===== config.mk =====
export PLATFORM = sky130hd
export DESIGN_NAME = nuf_host
export DESIGN_NICKNAME = d
export VERILOG_FILES = /design/src/nuf_pkg.sv /design/src/nuf_host.sv /design/src/nuf_pin_seq.sv /design/src/nuf_uid_check.sv
export SDC_FILE = /design/constraint.sdc
export NUM_CORES = 1
export LEC_CHECK = 0
export ABC_CLOCK_PERIOD_IN_PS = 5430
export BUFFER_PORTS_ARGS = -buffer_cell sky130_fd_sc_hd__buf_2
export CAP_MARGIN = 20
export CELL_PAD_IN_SITES_DETAIL_PLACEMENT = 1
export CELL_PAD_IN_SITES_GLOBAL_PLACEMENT = 1
export CORE_MARGIN = 1.5
export CORE_UTILIZATION = 40
export CTS_CLUSTER_DIAMETER = 80
export DETAILED_ROUTE_END_ITERATION = 10
export PLACE_DENSITY_LB_ADDON = 0.1
export SETUP_SLACK_MARGIN = 0.3
export SYNTH_ARGS = -nofsm -noshare
export SYNTH_HDL_FRONTEND = slang
export SYNTH_SLANG_ARGS = --single-unit

===== constraint.sdc =====
create_clock -name i_sys_clk -period 5.43 [get_ports i_sys_clk]
set_input_delay 0.2715 -clock i_sys_clk [delete_from_list [all_inputs] [get_ports i_sys_clk]]
set_output_delay 0.2715 -clock i_sys_clk [all_outputs]
set_load 0.005 [all_outputs]

===== src/nuf_pkg.sv =====
// Purpose: constants and carriers for the NAND unique-id / feature host controller
// Assumes: asynchronous 8-bit NAND target, 50 MHz controller clock
// Notes: register map of the controller itself is reached over classic Wishbone
//
// Behaviour
// - Unique id and set features are issued only while the target is idle.
// - Unique id command is followed by one 00h address, then busy for read time.
// - After polling with read status, read mode command re-enables data output.
// - Host XORs copy halves, accepts on all FFh, else tries next copy.
// - Random data read pair may move the output column during id output.
// - Feature address selects four parameter bytes moved as a group.
// - After set features address, host waits address-to-data delay before data.
// - One parameter byte is taken per write enable rising edge.
package nuf_pkg;
  // Command codes
  localparam logic [7:0] CMD_READ_MODE = 8'h00;
  localparam logic [7:0] CMD_RAND_READ1 = 8'h05;
  localparam logic [7:0] CMD_RAND_READ2 = 8'hE0;
  localparam logic [7:0] CMD_READ_STATUS = 8'h70;
  localparam logic [7:0] CMD_UNIQUE_ID = 8'hED;
  localparam logic [7:0] CMD_GET_FEAT = 8'hEE;
  localparam logic [7:0] CMD_SET_FEAT = 8'hEF;
  localparam logic [7:0] UID_ADDR = 8'h00;
  // Feature addresses
  localparam logic [7:0] FA_TIMING = 8'h01;
  localparam logic [7:0] FA_DRIVE = 8'h80;
  localparam logic [7:0] FA_PULLDN = 8'h81;
  localparam logic [7:0] FA_ARRAY = 8'h90;
  // Array mode encodings, all-ones byte and status ready bit
  localparam logic [7:0] AM_NORMAL = 8'h00;
  localparam logic [7:0] AM_OTP = 8'h01;
  localparam logic [7:0] AM_OTP_PROT = 8'h03;
  localparam logic [7:0] ALL_ONES = 8'hFF;
  localparam logic [7:0] STATUS_RDY_BIT = 8'h06;
  // Identifier layout
  localparam int UID_HALF = 16;
  localparam int UID_COPIES = 16;
  localparam logic [8:0] UID_COPY_BYTES = 9'h020;
  // Wishbone register offsets (byte addresses)
  localparam logic [7:0] REG_CTRL = 8'h00;
  localparam logic [7:0] REG_FADDR = 8'h04;
  localparam logic [7:0] REG_PARAM = 8'h08;
  localparam logic [7:0] REG_STATUS = 8'h0C;
  localparam logic [7:0] REG_RDPARAM = 8'h10;
  localparam logic [7:0] REG_COL = 8'h14;
  localparam logic [7:0] REG_UID_BASE = 8'h20;
  // Control register operation codes
  localparam logic [2:0] OP_UID = 3'h1;
  localparam logic [2:0] OP_SET = 3'h2;
  localparam logic [2:0] OP_GET = 3'h3;
  localparam logic [2:0] OP_RAND = 3'h4;
  // Timing in ns and derived cycles at 50 MHz
  localparam int CLK_NS = 20;
  localparam int T_STROBE_NS = 30;
  localparam int T_ADL_NS = 70;
  localparam int T_WB_NS = 100;
  localparam int T_WHR_NS = 80;
  localparam int T_CCS_NS = 100;
  localparam logic [7:0] STROBE_CYC = 8'((T_STROBE_NS + CLK_NS - 1) / CLK_NS);
  localparam logic [7:0] ADL_CYC = 8'((T_ADL_NS + CLK_NS - 1) / CLK_NS);
  localparam logic [7:0] WB_CYC = 8'((T_WB_NS + CLK_NS - 1) / CLK_NS);
  localparam logic [7:0] WHR_CYC = 8'((T_WHR_NS + CLK_NS - 1) / CLK_NS);
  localparam logic [7:0] CCS_CYC = 8'((T_CCS_NS + CLK_NS - 1) / CLK_NS);

  // One bus cycle issued to the pin sequencer
  typedef enum logic [1:0] {CYC_CMD, CYC_ADDR, CYC_DIN, CYC_DOUT} nuf_cyc_e;
  typedef struct packed {
    nuf_cyc_e kind;
    logic [7:0] data;
    logic [7:0] gap;
  } nuf_req_s;
  // NAND pins driven by the controller
  typedef struct packed {
    logic ce_n;
    logic cle;
    logic ale;
    logic we_n;
    logic re_n;
  } nuf_pins_s;
endpackage


===== src/nuf_host.sv =====
// Purpose: host controller issuing unique id, set features and get features to a NAND target
// Assumes: Wishbone classic slave, one asynchronous NAND target, 50 MHz clock
// Notes: busy waited on R/B#, then read mode issued before unique id and get features data output; random data read outputs after the tCCS gap that follows E0h
//
// Added by the designer: the placing of the registers and register access over Wishbone.
`timescale 1ns/10ps
`default_nettype none
module nuf_host
(
  // Clock and reset
  input wire logic i_sys_clk,
  input wire logic i_resetn,
  // Wishbone slave
  input wire logic i_wb_cyc,
  input wire logic i_wb_stb,
  input wire logic i_wb_we,
  input wire logic [7:0] i_wb_adr,
  input wire logic [3:0] i_wb_sel,
  input wire logic [31:0] i_wb_dat,
  output logic [31:0] o_wb_dat,
  output logic o_wb_ack,
  // NAND pins
  output logic o_nand_ce_n,
  output logic o_nand_cle,
  output logic o_nand_ale,
  output logic o_nand_we_n,
  output logic o_nand_re_n,
  output logic o_nand_wp_n,
  output logic [7:0] o_nand_io,
  output logic o_nand_io_oe_n,
  input wire logic [15:0] i_nand_io,
  input wire logic i_nand_rb_n
);
  typedef enum logic [3:0] {
    H_IDLE, H_CMD, H_ADDR, H_PARAM, H_WAIT_BUSY, H_WAIT_RDY, H_RDMODE, H_READ,
    H_RCMD2, H_DONE
  } nuf_hs_e;

  nuf_hs_e st_reg, st_next;
  logic [2:0] op_reg, op_next;
  logic [7:0] faddr_reg, faddr_next;
  logic [31:0] param_reg, param_next;
  logic [31:0] rdparam_reg, rdparam_next;
  logic [8:0] col_reg, col_next;
  logic [8:0] cnt_reg, cnt_next;
  logic busy_reg, busy_next;
  logic err_reg, err_next;
  logic uid_ok_reg, uid_ok_next;
  logic [4:0] copy_reg, copy_next;
  logic ack_reg, ack_next;
  logic [31:0] rdat_reg, rdat_next;
  logic go_req;
  logic seq_valid;
  nuf_pkg::nuf_req_s seq_req;
  logic seq_ready;
  logic seq_done;
  logic [7:0] seq_rdata;
  nuf_pkg::nuf_pins_s pins;
  logic chk_start;
  logic chk_valid;
  logic chk_end;
  logic chk_good;
  logic [127:0] chk_uid;
  logic wb_write;
  logic reserved_fa;

  ////////////////////////////////////////////////////////////////////////////
  // Pin sequencer and identifier checker
  nuf_pin_seq u_seq
  (
    .i_sys_clk(i_sys_clk),
    .i_resetn(i_resetn),
    .i_valid(seq_valid),
    .i_req(seq_req),
    .o_ready(seq_ready),
    .o_done(seq_done),
    .o_rdata(seq_rdata),
    .o_pins(pins),
    .o_io(o_nand_io),
    .o_io_oe_n(o_nand_io_oe_n),
    .i_io(i_nand_io)
  );

  nuf_uid_check u_chk
  (
    .i_sys_clk(i_sys_clk),
    .i_resetn(i_resetn),
    .i_start(chk_start),
    .i_valid(chk_valid),
    .i_byte(seq_rdata),
    .o_copy_end(chk_end),
    .o_good(chk_good),
    .o_uid(chk_uid)
  );

  assign o_nand_ce_n = pins.ce_n;
  assign o_nand_cle = pins.cle;
  assign o_nand_ale = pins.ale;
  assign o_nand_we_n = pins.we_n;
  assign o_nand_re_n = pins.re_n;
  assign o_nand_wp_n = 1'b1;

  ////////////////////////////////////////////////////////////////////////////
  // Register bus
  assign wb_write = i_wb_cyc && i_wb_stb && i_wb_we && !ack_reg;
  assign go_req = wb_write && (i_wb_adr == nuf_pkg::REG_CTRL) && i_wb_sel[0];
  // Reserved feature addresses are refused rather than sent
  assign reserved_fa = !((faddr_reg == nuf_pkg::FA_TIMING) || (faddr_reg == nuf_pkg::FA_DRIVE) ||
    (faddr_reg == nuf_pkg::FA_PULLDN) || (faddr_reg == nuf_pkg::FA_ARRAY));

  always_comb
  begin
    rdat_next = rdat_reg;
    ack_next = i_wb_cyc && i_wb_stb && !ack_reg;
    if (i_wb_cyc && i_wb_stb && !i_wb_we && !ack_reg)
    begin
      rdat_next = 32'h00000000;
      if (i_wb_adr == nuf_pkg::REG_FADDR)
        rdat_next = {24'h000000, faddr_reg};
      else if (i_wb_adr == nuf_pkg::REG_PARAM)
        rdat_next = param_reg;
      else if (i_wb_adr == nuf_pkg::REG_STATUS)
        rdat_next = {24'h000000, copy_reg, uid_ok_reg, err_reg, busy_reg};
      else if (i_wb_adr == nuf_pkg::REG_RDPARAM)
        rdat_next = rdparam_reg;
      else if (i_wb_adr == nuf_pkg::REG_COL)
        rdat_next = {23'h000000, col_reg};
      else if (i_wb_adr[7:4] == nuf_pkg::REG_UID_BASE[7:4])
        rdat_next = chk_uid[{i_wb_adr[3:2], 5'h00} +: 32];
    end
  end

  ////////////////////////////////////////////////////////////////////////////
  // Operation sequencer
  always_comb
  begin
    st_next = st_reg;
    op_next = op_reg;
    faddr_next = faddr_reg;
    param_next = param_reg;
    rdparam_next = rdparam_reg;
    col_next = col_reg;
    cnt_next = cnt_reg;
    busy_next = busy_reg;
    err_next = err_reg;
    uid_ok_next = uid_ok_reg;
    copy_next = copy_reg;
    seq_valid = 1'b0;
    seq_req = '{kind: nuf_pkg::CYC_CMD, data: 8'h00, gap: nuf_pkg::WB_CYC};
    chk_start = 1'b0;
    chk_valid = 1'b0;
    if (wb_write && !busy_reg)
    begin
      if (i_wb_adr == nuf_pkg::REG_FADDR)
        faddr_next = i_wb_dat[7:0];
      else if (i_wb_adr == nuf_pkg::REG_PARAM)
        param_next = i_wb_dat;
      else if (i_wb_adr == nuf_pkg::REG_COL)
        col_next = i_wb_dat[8:0];
    end
    unique case (st_reg)
      H_IDLE:
      begin
        // Idle target only: a new operation starts after the last busy ended
        if (go_req && (i_wb_dat[2:0] != 3'h0) && i_nand_rb_n)
        begin
          op_next = i_wb_dat[2:0];
          err_next = 1'b0;
          busy_next = 1'b1;
          if ((i_wb_dat[2:0] != nuf_pkg::OP_UID) && (i_wb_dat[2:0] != nuf_pkg::OP_RAND) &&
            reserved_fa)
          begin
            err_next = 1'b1;
            busy_next = 1'b0;
          end
          else
          begin
            if (i_wb_dat[2:0] == nuf_pkg::OP_UID)
            begin
              uid_ok_next = 1'b0;
              copy_next = 5'h00;
              col_next = 9'h000;
            end
            st_next = H_CMD;
          end
        end
      end
      H_CMD:
      begin
        seq_valid = seq_ready;
        if (op_reg == nuf_pkg::OP_UID)
          seq_req.data = nuf_pkg::CMD_UNIQUE_ID;
        else if (op_reg == nuf_pkg::OP_SET)
          seq_req.data = nuf_pkg::CMD_SET_FEAT;
        else if (op_reg == nuf_pkg::OP_GET)
          seq_req.data = nuf_pkg::CMD_GET_FEAT;
        else
          seq_req.data = nuf_pkg::CMD_RAND_READ1;
        if (seq_done)
        begin
          st_next = H_ADDR;
          cnt_next = 9'h000;
        end
      end
      H_ADDR:
      begin
        seq_valid = seq_ready;
        seq_req.kind = nuf_pkg::CYC_ADDR;
        if (op_reg == nuf_pkg::OP_UID)
          seq_req.data = nuf_pkg::UID_ADDR;
        else if (op_reg == nuf_pkg::OP_RAND)
          seq_req.data = (cnt_reg == 9'h000) ? col_reg[7:0] : {7'h00, col_reg[8]};
        else
          seq_req.data = faddr_reg;
        if (op_reg == nuf_pkg::OP_SET)
          seq_req.gap = nuf_pkg::ADL_CYC;
        if (seq_done)
        begin
          cnt_next = 9'h000;
          if (op_reg == nuf_pkg::OP_SET)
            st_next = H_PARAM;
          else if (op_reg == nuf_pkg::OP_RAND)
          begin
            cnt_next = cnt_reg + 9'h001;
            if (cnt_reg == 9'h001)
              st_next = H_RCMD2;
          end
          else
            st_next = H_WAIT_BUSY;
        end
      end
      H_PARAM:
      begin
        seq_valid = seq_ready;
        seq_req.kind = nuf_pkg::CYC_DIN;
        seq_req.data = param_reg[{cnt_reg[1:0], 3'h0} +: 8];
        if (seq_done)
        begin
          cnt_next = cnt_reg + 9'h001;
          if (cnt_reg == 9'h003)
            st_next = H_WAIT_BUSY;
        end
      end
      H_WAIT_BUSY:
      begin
        // R/B# falls within tWB; the sequencer gap already covered it
        st_next = H_WAIT_RDY;
      end
      H_WAIT_RDY:
      begin
        // Busy length (tR, tFEAT or tITC) is whatever the target shows on R/B#
        if (i_nand_rb_n)
        begin
          if (op_reg == nuf_pkg::OP_SET)
            st_next = H_DONE;
          else
            st_next = H_RDMODE;
        end
      end
      H_RDMODE:
      begin
        // Read mode restores data output even if status was polled meanwhile
        seq_valid = seq_ready;
        seq_req.data = nuf_pkg::CMD_READ_MODE;
        seq_req.gap = nuf_pkg::WHR_CYC;
        if (seq_done)
        begin
          st_next = H_READ;
          cnt_next = 9'h000;
          chk_start = 1'b1;
        end
      end
      H_RCMD2:
      begin
        seq_valid = seq_ready;
        seq_req.data = nuf_pkg::CMD_RAND_READ2;
        seq_req.gap = nuf_pkg::CCS_CYC;
        if (seq_done)
        begin
          st_next = H_READ;
          cnt_next = 9'h000;
          op_next = nuf_pkg::OP_UID;
          chk_start = 1'b1;
        end
      end
      H_READ:
      begin
        seq_valid = seq_ready;
        seq_req.kind = nuf_pkg::CYC_DOUT;
        seq_req.gap = 8'h01;
        if (seq_done)
        begin
          cnt_next = cnt_reg + 9'h001;
          if (op_reg == nuf_pkg::OP_GET)
          begin
            rdparam_next[{cnt_reg[1:0], 3'h0} +: 8] = seq_rdata;
            if (cnt_reg == 9'h003)
              st_next = H_DONE;
          end
          else
          begin
            chk_valid = 1'b1;
            col_next = col_reg + 9'h001;
            if (cnt_reg == (nuf_pkg::UID_COPY_BYTES - 9'h001))
            begin
              seq_valid = 1'b0;
              st_next = H_DONE;
            end
          end
        end
      end
      H_DONE:
      begin
        if (op_reg == nuf_pkg::OP_UID)
        begin
          // Wait one cycle for the checker verdict on the copy just read
          if (chk_end)
          begin
            copy_next = copy_reg + 5'h01;
            if (chk_good)
            begin
              uid_ok_next = 1'b1;
              busy_next = 1'b0;
              st_next = H_IDLE;
            end
            else if (copy_reg == 5'(nuf_pkg::UID_COPIES - 1))
            begin
              err_next = 1'b1;
              busy_next = 1'b0;
              st_next = H_IDLE;
            end
            else
            begin
              st_next = H_READ;
              cnt_next = 9'h000;
              chk_start = 1'b1;
            end
          end
        end
        else
        begin
          busy_next = 1'b0;
          st_next = H_IDLE;
        end
      end
      default: st_next = H_IDLE;
    endcase
  end

  always_ff @(posedge i_sys_clk)
  begin
    if (!i_resetn)
    begin
      st_reg <= H_IDLE;
      op_reg <= 3'h0;
      faddr_reg <= nuf_pkg::FA_TIMING;
      param_reg <= 32'h00000000;
      rdparam_reg <= 32'h00000000;
      col_reg <= 9'h000;
      cnt_reg <= 9'h000;
      busy_reg <= 1'b0;
      err_reg <= 1'b0;
      uid_ok_reg <= 1'b0;
      copy_reg <= 5'h00;
      ack_reg <= 1'b0;
      rdat_reg <= 32'h00000000;
    end
    else
    begin
      st_reg <= st_next;
      op_reg <= op_next;
      faddr_reg <= faddr_next;
      param_reg <= param_next;
      rdparam_reg <= rdparam_next;
      col_reg <= col_next;
      cnt_reg <= cnt_next;
      busy_reg <= busy_next;
      err_reg <= err_next;
      uid_ok_reg <= uid_ok_next;
      copy_reg <= copy_next;
      ack_reg <= ack_next;
      rdat_reg <= rdat_next;
    end
  end

  assign o_wb_ack = ack_reg;
  assign o_wb_dat = rdat_reg;
endmodule // nuf_host
`default_nettype wire


===== src/nuf_pin_seq.sv =====
// Purpose: drive one NAND asynchronous bus cycle (command, address, write or read byte)
// Assumes: strobe low and high times of STROBE_CYC, then a post gap given per request
// Notes: data out is sampled on the cycle before RE# rises
`timescale 1ns/10ps
`default_nettype none
module nuf_pin_seq
(
  // Clock and reset
  input wire logic i_sys_clk,
  input wire logic i_resetn,
  // Request
  input wire logic i_valid,
  input wire nuf_pkg::nuf_req_s i_req,
  output logic o_ready,
  output logic o_done,
  output logic [7:0] o_rdata,
  // Pins
  output nuf_pkg::nuf_pins_s o_pins,
  output logic [7:0] o_io,
  output logic o_io_oe_n,
  input wire logic [15:0] i_io
);
  typedef enum logic [1:0] {S_IDLE, S_LOW, S_HIGH, S_GAP} nuf_ps_e;
  nuf_ps_e st_reg, st_next;
  nuf_pkg::nuf_req_s req_reg, req_next;
  logic [7:0] cnt_reg, cnt_next;
  logic [7:0] rd_reg, rd_next;
  nuf_pkg::nuf_pins_s pins_reg, pins_next;
  logic oe_n_reg, oe_n_next;
  logic done_reg, done_next;

  always_comb
  begin
    st_next = st_reg;
    req_next = req_reg;
    cnt_next = cnt_reg;
    rd_next = rd_reg;
    pins_next = pins_reg;
    oe_n_next = oe_n_reg;
    done_next = 1'b0;
    unique case (st_reg)
      S_IDLE:
      begin
        if (i_valid)
        begin
          req_next = i_req;
          st_next = S_LOW;
          cnt_next = nuf_pkg::STROBE_CYC;
          pins_next.ce_n = 1'b0;
          pins_next.cle = (i_req.kind == nuf_pkg::CYC_CMD);
          pins_next.ale = (i_req.kind == nuf_pkg::CYC_ADDR);
          pins_next.re_n = (i_req.kind != nuf_pkg::CYC_DOUT);
          pins_next.we_n = (i_req.kind == nuf_pkg::CYC_DOUT);
          oe_n_next = (i_req.kind == nuf_pkg::CYC_DOUT);
        end
      end
      S_LOW:
      begin
        cnt_next = cnt_reg - 8'h01;
        if (cnt_reg == 8'h01)
        begin
          // Only the low byte is kept: upper lines are don't-care on x16 parts
          if (req_reg.kind == nuf_pkg::CYC_DOUT)
            rd_next = i_io[7:0];
          pins_next.we_n = 1'b1;
          pins_next.re_n = 1'b1;
          st_next = S_HIGH;
          cnt_next = nuf_pkg::STROBE_CYC;
        end
      end
      S_HIGH:
      begin
        cnt_next = cnt_reg - 8'h01;
        if (cnt_reg == 8'h01)
        begin
          pins_next.cle = 1'b0;
          pins_next.ale = 1'b0;
          oe_n_next = 1'b1;
          st_next = S_GAP;
          cnt_next = req_reg.gap;
        end
      end
      S_GAP:
      begin
        cnt_next = cnt_reg - 8'h01;
        if (cnt_reg <= 8'h01)
        begin
          st_next = S_IDLE;
          done_next = 1'b1;
        end
      end
      default: st_next = S_IDLE;
    endcase
  end

  always_ff @(posedge i_sys_clk)
  begin
    if (!i_resetn)
    begin
      st_reg <= S_IDLE;
      req_reg <= '0;
      cnt_reg <= 8'h00;
      rd_reg <= 8'h00;
      pins_reg <= '{ce_n: 1'b1, cle: 1'b0, ale: 1'b0, we_n: 1'b1, re_n: 1'b1};
      oe_n_reg <= 1'b1;
      done_reg <= 1'b0;
    end
    else
    begin
      st_reg <= st_next;
      req_reg <= req_next;
      cnt_reg <= cnt_next;
      rd_reg <= rd_next;
      pins_reg <= pins_next;
      oe_n_reg <= oe_n_next;
      done_reg <= done_next;
    end
  end

  // Not ready in the done cycle: a caller that steps on done must not also start a new cycle
  assign o_ready = (st_reg == S_IDLE) && !done_reg;
  assign o_done = done_reg;
  assign o_rdata = rd_reg;
  assign o_pins = pins_reg;
  assign o_io = req_reg.data;
  assign o_io_oe_n = oe_n_reg;
endmodule // nuf_pin_seq
`default_nettype wire


===== src/nuf_uid_check.sv =====
// Purpose: check unique id copies by XOR of halves as bytes stream in
// Assumes: bytes arrive in order, byte 0 of a copy first
// Notes: first 16 bytes are held, second 16 compared against their complement
`timescale 1ns/10ps
`default_nettype none
module nuf_uid_check
(
  // Clock and reset
  input wire logic i_sys_clk,
  input wire logic i_resetn,
  // Byte stream
  input wire logic i_start,
  input wire logic i_valid,
  input wire logic [7:0] i_byte,
  // Result
  output logic o_copy_end,
  output logic o_good,
  output logic [127:0] o_uid
);
  logic [4:0] idx_reg, idx_next;
  logic [7:0] mem_reg [0:nuf_pkg::UID_HALF-1];
  logic ok_reg, ok_next;
  logic end_reg, end_next;
  logic good_reg, good_next;
  logic [127:0] uid_reg, uid_next;

  always_comb
  begin
    idx_next = idx_reg;
    ok_next = ok_reg;
    end_next = 1'b0;
    good_next = good_reg;
    uid_next = uid_reg;
    if (i_start)
    begin
      idx_next = 5'h00;
      ok_next = 1'b1;
      good_next = 1'b0;
    end
    else if (i_valid)
    begin
      idx_next = idx_reg + 5'h01;
      if (idx_reg[4] && ((mem_reg[idx_reg[3:0]] ^ i_byte) != nuf_pkg::ALL_ONES))
        ok_next = 1'b0;
      if (idx_reg == 5'h1F)
      begin
        end_next = 1'b1;
        good_next = ok_next;
        for (int i = 0; i < nuf_pkg::UID_HALF; i++)
          uid_next[i*8 +: 8] = mem_reg[i];
        ok_next = 1'b1;
      end
    end
  end

  always_ff @(posedge i_sys_clk)
  begin
    if (!i_resetn)
    begin
      idx_reg <= 5'h00;
      ok_reg <= 1'b1;
      end_reg <= 1'b0;
      good_reg <= 1'b0;
      uid_reg <= '0;
    end
    else
    begin
      idx_reg <= idx_next;
      ok_reg <= ok_next;
      end_reg <= end_next;
      good_reg <= good_next;
      uid_reg <= uid_next;
    end
  end

  // Storage has no reset; it is always written before it is read
  always_ff @(posedge i_sys_clk)
  begin
    if (i_valid && !i_start && !idx_reg[4])
      mem_reg[idx_reg[3:0]] <= i_byte;
  end

  assign o_copy_end = end_reg;
  assign o_good = good_reg;
  assign o_uid = uid_reg;
endmodule // nuf_uid_check
`default_nettype wire


==> results.yml, run 1 <==
hold_path:
  holdPathStages: 3
  holdCritStartpoint: "i_wb_dat[0]"
  hold_class: "primary input to flip-flop"
  hold_end: "param_reg[0]"
pwr:
  p_sw_mw: 2.08
  p_comb_frac: 0.118
  internal_power_mw: 5.88
  pwr-share-clk: 0.434
  swShare: 0.262
  vdd_drop_max_v: 0.000316
  powerDensity_mw_per_mm2: 356
  leakage_nw: 7.21
  power_frac_seq: 0.448
floorplan:
  die_area_mm2: 0.0497
  start_util: 0.405
  row_count: 80
  ioPinCount: 114
  core_mm2: 0.0477
  fp.dieH_um: 223
  chipWidth_um: 223
yosys:
  synth_cell_types: 69
  synth_compound_area_frac: 0.137
  syn_avg_cell_area_um2: 9.69
  synth_nets: 2080
  synth_adder_area_share: 0.0123
  synth_top_family_by_area: "simple AND/OR/NAND/NOR gates"
  synthSimpleGateAreaFrac: 0.173
  synth_seq_cells: 443
  synth-seq-area-share: 0.525
  synth_area_leaders: "dfxtp_1, edfxtp_1, nand2_1"
  synth_area_mm2: 0.0193
  yosysWarnings: 0
  synth_edf_count: 128
  synth_top_area_share: 0.326
  synth_xor_area_frac: 0.0136
  netlist_instances: 1995
  synth_top_flop_cell: "dfxtp_1"
  synthMuxAreaShare: 0.101
  async_reset_ff_frac: 0
  synth_largest_area_cell: "dfxtp_1"
detailed_routing:
  wire_per_inst_um: 23.2
  wirelength_um: 63300
  route.antenna.remaining_nets: 0
  drt_pass1_iterations: 5
  vias_per_cell: 5.73
  drt_iter0_markers: 1207
  vias: 15630
  drc: 0
global_route:
  grt_pass1_wl_um: 96200
  grt_max_degree: 155
  grt.overflow.total: 0
  antenna_found_initial: 1
  grt_util_all_layers: 0.255
  grt_pass1_vias: 15594
sta:
  max_freq_mhz: 243
  maxSlewHeadroom: 0.269
  tns_ns: 0
  min_period_ns: 4.12
  fin_skew_ns: 0.00936
  setup_violations: 0
  fin_crit_sh: 0.759
  grt_setup_unrepaired: "false"
  fin_ws_ns: 1.31
  slew_violations: 0
  worst_pin_slew_ns: 1.09
  hold_viol: 0
worst_setup_path:
  path_cells: "nand2b_1 > nor2_1 > and3_1 > nand3_1 > nor3_2"
  crit_buf_inv: 0
  worst_ep_required_time_ns: 5.64
  critPathArrivalTime_ns: 4.33
  path_class: "flip-flop to flip-flop"
  cp-start-kind: "flip-flop"
  reg2reg_from: "st_reg[2]"
  crit_family: "simple AND/OR/NAND/NOR gates"
  r2r_end: "u_chk.mem_reg[2][2]"
  reg2regPathDepth: 5
  cp_max_fo: 24
  end_kind: "flip-flop"
  crit_slowest_cell: "nor3_2"
  cpPeakStageDelay_ns: 0.88
  regToRegSetupSlack_ns: 1.31
clock_tree:
  cts_buffers: 50
  cts_setup_buffers: 0
  cts_tree: "yes"
  h-tree-depth: 2
  clkTransAtPathRegs_ns: 0.06
  clock_latency_ns: 0.59
  clock-root-buffer: "clkbuf_16"
  clkSinkCount: 443
  cts_max_path_buffers: 3
job:
  cap_violations: 0
place:
  pre_cts_slack_ns: 1.37
  io_buffers: 101
  place_congestion: 0.856
  hpwlAfterDp_um: 42600
run_status:
  status: "finished, final reports clean"
finish:
  syn_to_final_growth_pct: 15.7
  antenna_cells: 0
  fin_nets: 2159
  final_cell_mix: "nand2_1, dfxtp_1, a21oi_1"
  drive_above_1_share: 0.144
  final_common_cell: "nand2_1"
## worst max-delay path by stage
stage / start / to / slack [ns] / cells after the start
after floorplan: st_reg[3] / u_chk.mem_reg[0][0] / 2.76 / 8
after global placement: st_reg[1] / u_chk.mem_reg[11][2] / 1.44 / 5
after detailed placement: st_reg[1] / u_chk.mem_reg[2][5] / 1.37 / 5
after CTS: st_reg[1] / u_chk.mem_reg[2][4] / 1.36 / 5
after global routing: st_reg[1] / u_chk.mem_reg[2][6] / 1.06 / 5
final: st_reg[2] / u_chk.mem_reg[2][2] / 1.31 / 5
## logic make-up (layout without fill, tap and decap cells)
family | Yosys count | in the layout
DFF | 443 | 443
xor gates and xnor gates | 30 | 30
AOI/OAI and AO/OA | 440 | 440
adders and majority gates | 19 | 19
muxes | 117 | 117
and+or+nand+nor | 776 | 776
other | 1 | 1
buffers and inverters | 169 | 285
## tightest hold or removal path: stages
cell	delay, ns
buf_2	0.18
nand2_1	0.09
a21oi_1	0.05
## through the flow
step	instance area (um^2)	power, mW	utilization	cells	hold WS, ns
3_5_place_dp	20300	4.54	0.425	2599	0.439
4_1_cts	22300	8.03	0.468	2725	0.0232
5_1_grt	22400	8.27	0.469	2726	0.0541
2_1_floorplan	19300	4.28	-	1995	0.407
3_3_place_gp	20300	4.51	0.425	2599	0.426
6_report	22400	7.96	0.469	2726	0.0482
## final cells by class
class | instances | area, um^2
Clock inverter | 13 | 174
Clock buffer | 76 | 1490
Multi-Input combinational cell | 1383 | 8520
Inverter | 19 | 78.8
Sequential cell | 443 | 10200
Fill cell | 5366 | 25400
Timing Repair Buffer | 177 | 1190
Tap cell | 615 | 769
## power groups by stage
stage | combinational [mW] | sequential [mW] | clock [mW]
after floorplan | 0.702 | 3.57 | 0
after global placement | 0.878 | 3.63 | 0
after detailed placement | 0.906 | 3.64 | 0
after CTS | 0.936 | 3.56 | 3.53
after global routing | 1.04 | 3.58 | 3.65
final | 0.938 | 3.57 | 3.46
## Yosys cell counts (all sizes together), types with 4 or more instances
library cell / number
nand2: 434
dfxtp: 315
a21oi: 258
nor2: 147
edfxtp: 128
clkbuf: 104
nand3: 67
mux4: 62
mux2i: 48
buf: 46
a211oi: 33
o21ai: 33
a22oi: 32
a222oi: 23
ha: 19
inv: 19
nor3: 18
nor2b: 16
xnor2: 16
xor2: 14
and2: 13
nor4: 13
nand2b: 12
nand4: 12
and3: 11
o22ai: 11
nor3b: 10
a221oi: 8
a31oi: 8
mux2: 7
or3: 6
o211ai: 5
o31ai: 5
nand3b: 4
nand4b: 4
## per-layer routing
layer  global-route usage  vias to the layer above  share of wire
li1                     -                     7280              -
met1                0.360                     7896           0.47
met2                0.408                      359           0.46
met3               0.0292                       95          0.043
met4               0.0882                        0          0.031
met5                    0                        -              0
## timing repair
action / 4_1_cts / 5_1_grt
resized for setup: 0 / 0
hold endpoints to repair: 40 / 0
hold buffers: 37 / 0
(Power assumes the default switching activity.)
==> run 2: changes to the inputs <==
--- a/config.mk
+++ b/config.mk
@@ -5,7 +5,8 @@
 export SDC_FILE = /design/constraint.sdc
 export NUM_CORES = 1
 export LEC_CHECK = 0
-export ABC_CLOCK_PERIOD_IN_PS = 5430
+export ABC_AREA = 1
+export ABC_CLOCK_PERIOD_IN_PS = 3800
 export BUFFER_PORTS_ARGS = -buffer_cell sky130_fd_sc_hd__buf_2
 export CAP_MARGIN = 20
 export CELL_PAD_IN_SITES_DETAIL_PLACEMENT = 1
==> constraint.sdc (replaced) <==
create_clock -name i_sys_clk -period 3.8 [get_ports i_sys_clk]
set_input_delay 0.19 -clock i_sys_clk [delete_from_list [all_inputs] [get_ports i_sys_clk]]
set_output_delay 0.19 -clock i_sys_clk [all_outputs]
set_load 0.005 [all_outputs]
==> run 2 against run 1 <==
Net effect: via count increased by 14%; clock-buffer cell count decreased by 4; clock power increased by 39%; wire length increased by 12%; clock skew increased by 0.0040 ns; global-route usage increased by 2.5 points; synthesized cell count increased by 23%; fmax increased by 38%; combinational power increased by 72%; critical path type unchanged; critical endpoint is now u_chk.mem_reg[12][1]; largest power group unchanged.
==> results.yml, run 2 <==
yosys:
  netlist_instances: 2455
  synth_top_area_share: 0.319
  synth_seq_cells: 443
  syn_avg_cell_area_um2: 8.05
  async_reset_ff_frac: 0
  synth_area_leaders: "dfxtp_1, edfxtp_1, nand2_1"
  synth_top_flop_cell: "dfxtp_1"
  synthTopCellsByCount: "nand2_1, a21oi_1, dfxtp_1, inv_1, o21ai_0"
  yosysWarnings: 0
  synth_largest_area_cell: "dfxtp_1"
  post-synth-top-count-cell: "nand2_1"
  synth_nets: 2540
  synth_area_mm2: 0.0198
  synth-seq-area-share: 0.514
  synth_edf_count: 128
  synth_cell_types: 48
clock_tree:
  clock_latency_ns: 0.60
  cts_buffers: 50
  h-tree-depth: 2
  cts_max_path_buffers: 3
  post_cts.resized_instances: 0
  clkSinkCount: 443
  cts_tree: "yes"
  cts_hold_buffers: 41
  cts_setup_buffers: 0
  clock-root-buffer: "clkbuf_16"
  clkTransAtPathRegs_ns: 0.06
place:
  hpwlAfterDp_um: 49400
  io_buffers: 101
  place_congestion: 0.875
  place_area_mm2: 0.0209
finish:
  fin_util: 0.470
  final_area_mm2: 0.0230
  drive_above_1_share: 0.106
  final_cell_mix: "nand2_1, a21oi_1, dfxtp_1"
  syn_to_final_growth_pct: 16.3
  final_common_cell: "nand2_1"
  fin_nets: 2645
floorplan:
  chipWidth_um: 225
  row_count: 81
  ioPinCount: 114
  core_mm2: 0.0488
  fp.dieH_um: 225
  die_area_mm2: 0.0507
  start_util: 0.404
worst_setup_path:
  end_kind: "flip-flop"
  reg2regPathDepth: 8
  regToRegSetupSlack_ns: 0.82
  cpPeakStageDelay_ns: 0.62
  critPathArrivalTime_ns: 3.21
  crit_start: "st_reg[1]"
  r2r_end: "u_chk.mem_reg[12][1]"
  worst-path-stages: 8
  path_class: "flip-flop to flip-flop"
  cp-start-kind: "flip-flop"
  worst_ep_required_time_ns: 4.03
  reg2reg_from: "st_reg[1]"
  crit_buf_inv: 1
  cp_max_fo: 11
  cp-endpoint: "u_chk.mem_reg[12][1]"
  crit_slowest_cell: "nor2_1"
  crit_family: "simple AND/OR/NAND/NOR gates"
  path_cells: "nand2_2 > nor2_4 > nand2_4 > nor2_4 > inv_2 > nor2_1 > nand2_1 > nor2_1"
detailed_routing:
  vias: 17826
  vias_per_cell: 5.46
  wirelength_um: 70900
  drc: 0
  route.antenna.remaining_nets: 0
  drt_iter0_markers: 1134
  wire_per_inst_um: 21.7
  drt_pass1_iterations: 5
pwr:
  power.total_mw: 11.5
  leakage_nw: 8.53
  powerDensity_mw_per_mm2: 502
  vdd_drop_max_v: 0.000356
sta:
  fin_skew_ns: 0.0133
  max_freq_mhz: 335
  fin_crit_sh: 0.785
  slew_violations: 0
  setup_violations: 0
  grt_setup_unrepaired: "false"
  min_period_ns: 2.98
  maxSlewHeadroom: 0.354
  hold_viol: 0
  worst_pin_slew_ns: 0.967
  tns_ns: 0
global_route:
  met1_usage: 0.356
  globalRoute.busiestLayer: "met2"
  antenna_found_initial: 3
  grt_use_met3: 0.0386
  grt_use_met2: 0.487
  grt_pass1_wl_um: 108000
  grt_max_degree: 108
  grt_pass1_vias: 18180
  grt.overflow.total: 0
  grt_util_all_layers: 0.281
run_status:
  status: "finished, final reports clean"
job:
  cap_violations: 0
hold_path:
  hold_class: "primary input to flip-flop"
==> run 2: per-layer routing <==
metal  share of wire  vias up  wire (um)
met1            0.44     8826      31300
met2            0.49      360      34400
met3           0.037      130       2640
met5         0.00013        -          9
li1                -     8508          -
met4           0.036        2       2520
==> run 2: power breakdown <==
group          switching (mW)  total [mW]  internal (mW)
logic                    1.11        1.61          0.500
registers               0.141        5.12           4.98
clock network            2.03        4.81           2.78
total                    3.28        11.5           8.26
==> run 2: area by class of cell <==
| class | count | area (um^2) |
|---|---|---|
| Timing Repair Buffer | 192 | 1360 |
| Clock buffer | 72 | 1450 |
| Fill cell | 5944 | 25900 |
| Clock inverter | 22 | 173 |
| Inverter | 315 | 1180 |
| Sequential cell | 443 | 10200 |
| Multi-Input combinational cell | 1558 | 7830 |
| Tap cell | 664 | 831 |
| Antenna cell | 1 | 2.50 |
==> run 2: worst min-delay path: cells and delay by family <==
kind,cells,cell delay [ns]
compound gates,2,0.37
buf+inv,1,0.07
==> run 2: through the flow <==
stage	std cells	hold slack, ns	worst slack [ns]
2_1_floorplan	2455	0.316	1.62
3_3_place_gp	3129	0.424	1.05
3_5_place_dp	3130	0.446	0.871
4_1_cts	3265	0.0428	0.822
5_1_grt	3267	0.0628	0.622
6_report	3267	0.0753	0.816
==> run 2: kinds of logic after synthesis <==
kind of cell | Yosys count | share of synthesized area
AOI/OAI and AO/OA | 772 | 0.217
and+or+nand+nor | 757 | 0.163
buffers and inverters | 454 | 0.0907
DFF | 443 | 0.514
adders and majority gates | 19 | 0.0120
xor gates and xnor gates | 9 | 0.00399
other | 1 | 0.000190
==> run 2: worst min-delay path by stage <==
stage,startpoint,endpoint,slack (ns),depth (start not counted)
detailed placement,u_chk.o_uid[83],u_chk.o_uid[83],0.45,2
floorplan,i_wb_dat[0],faddr_reg[0],0.32,2
global placement,u_seq.o_pins[4],u_seq.o_pins[4],0.42,2
global route,i_nand_io[0],u_seq.o_rdata[0],0.06,3
CTS,i_nand_io[0],u_seq.o_rdata[0],0.04,3
finish,i_nand_io[0],u_seq.o_rdata[0],0.08,3
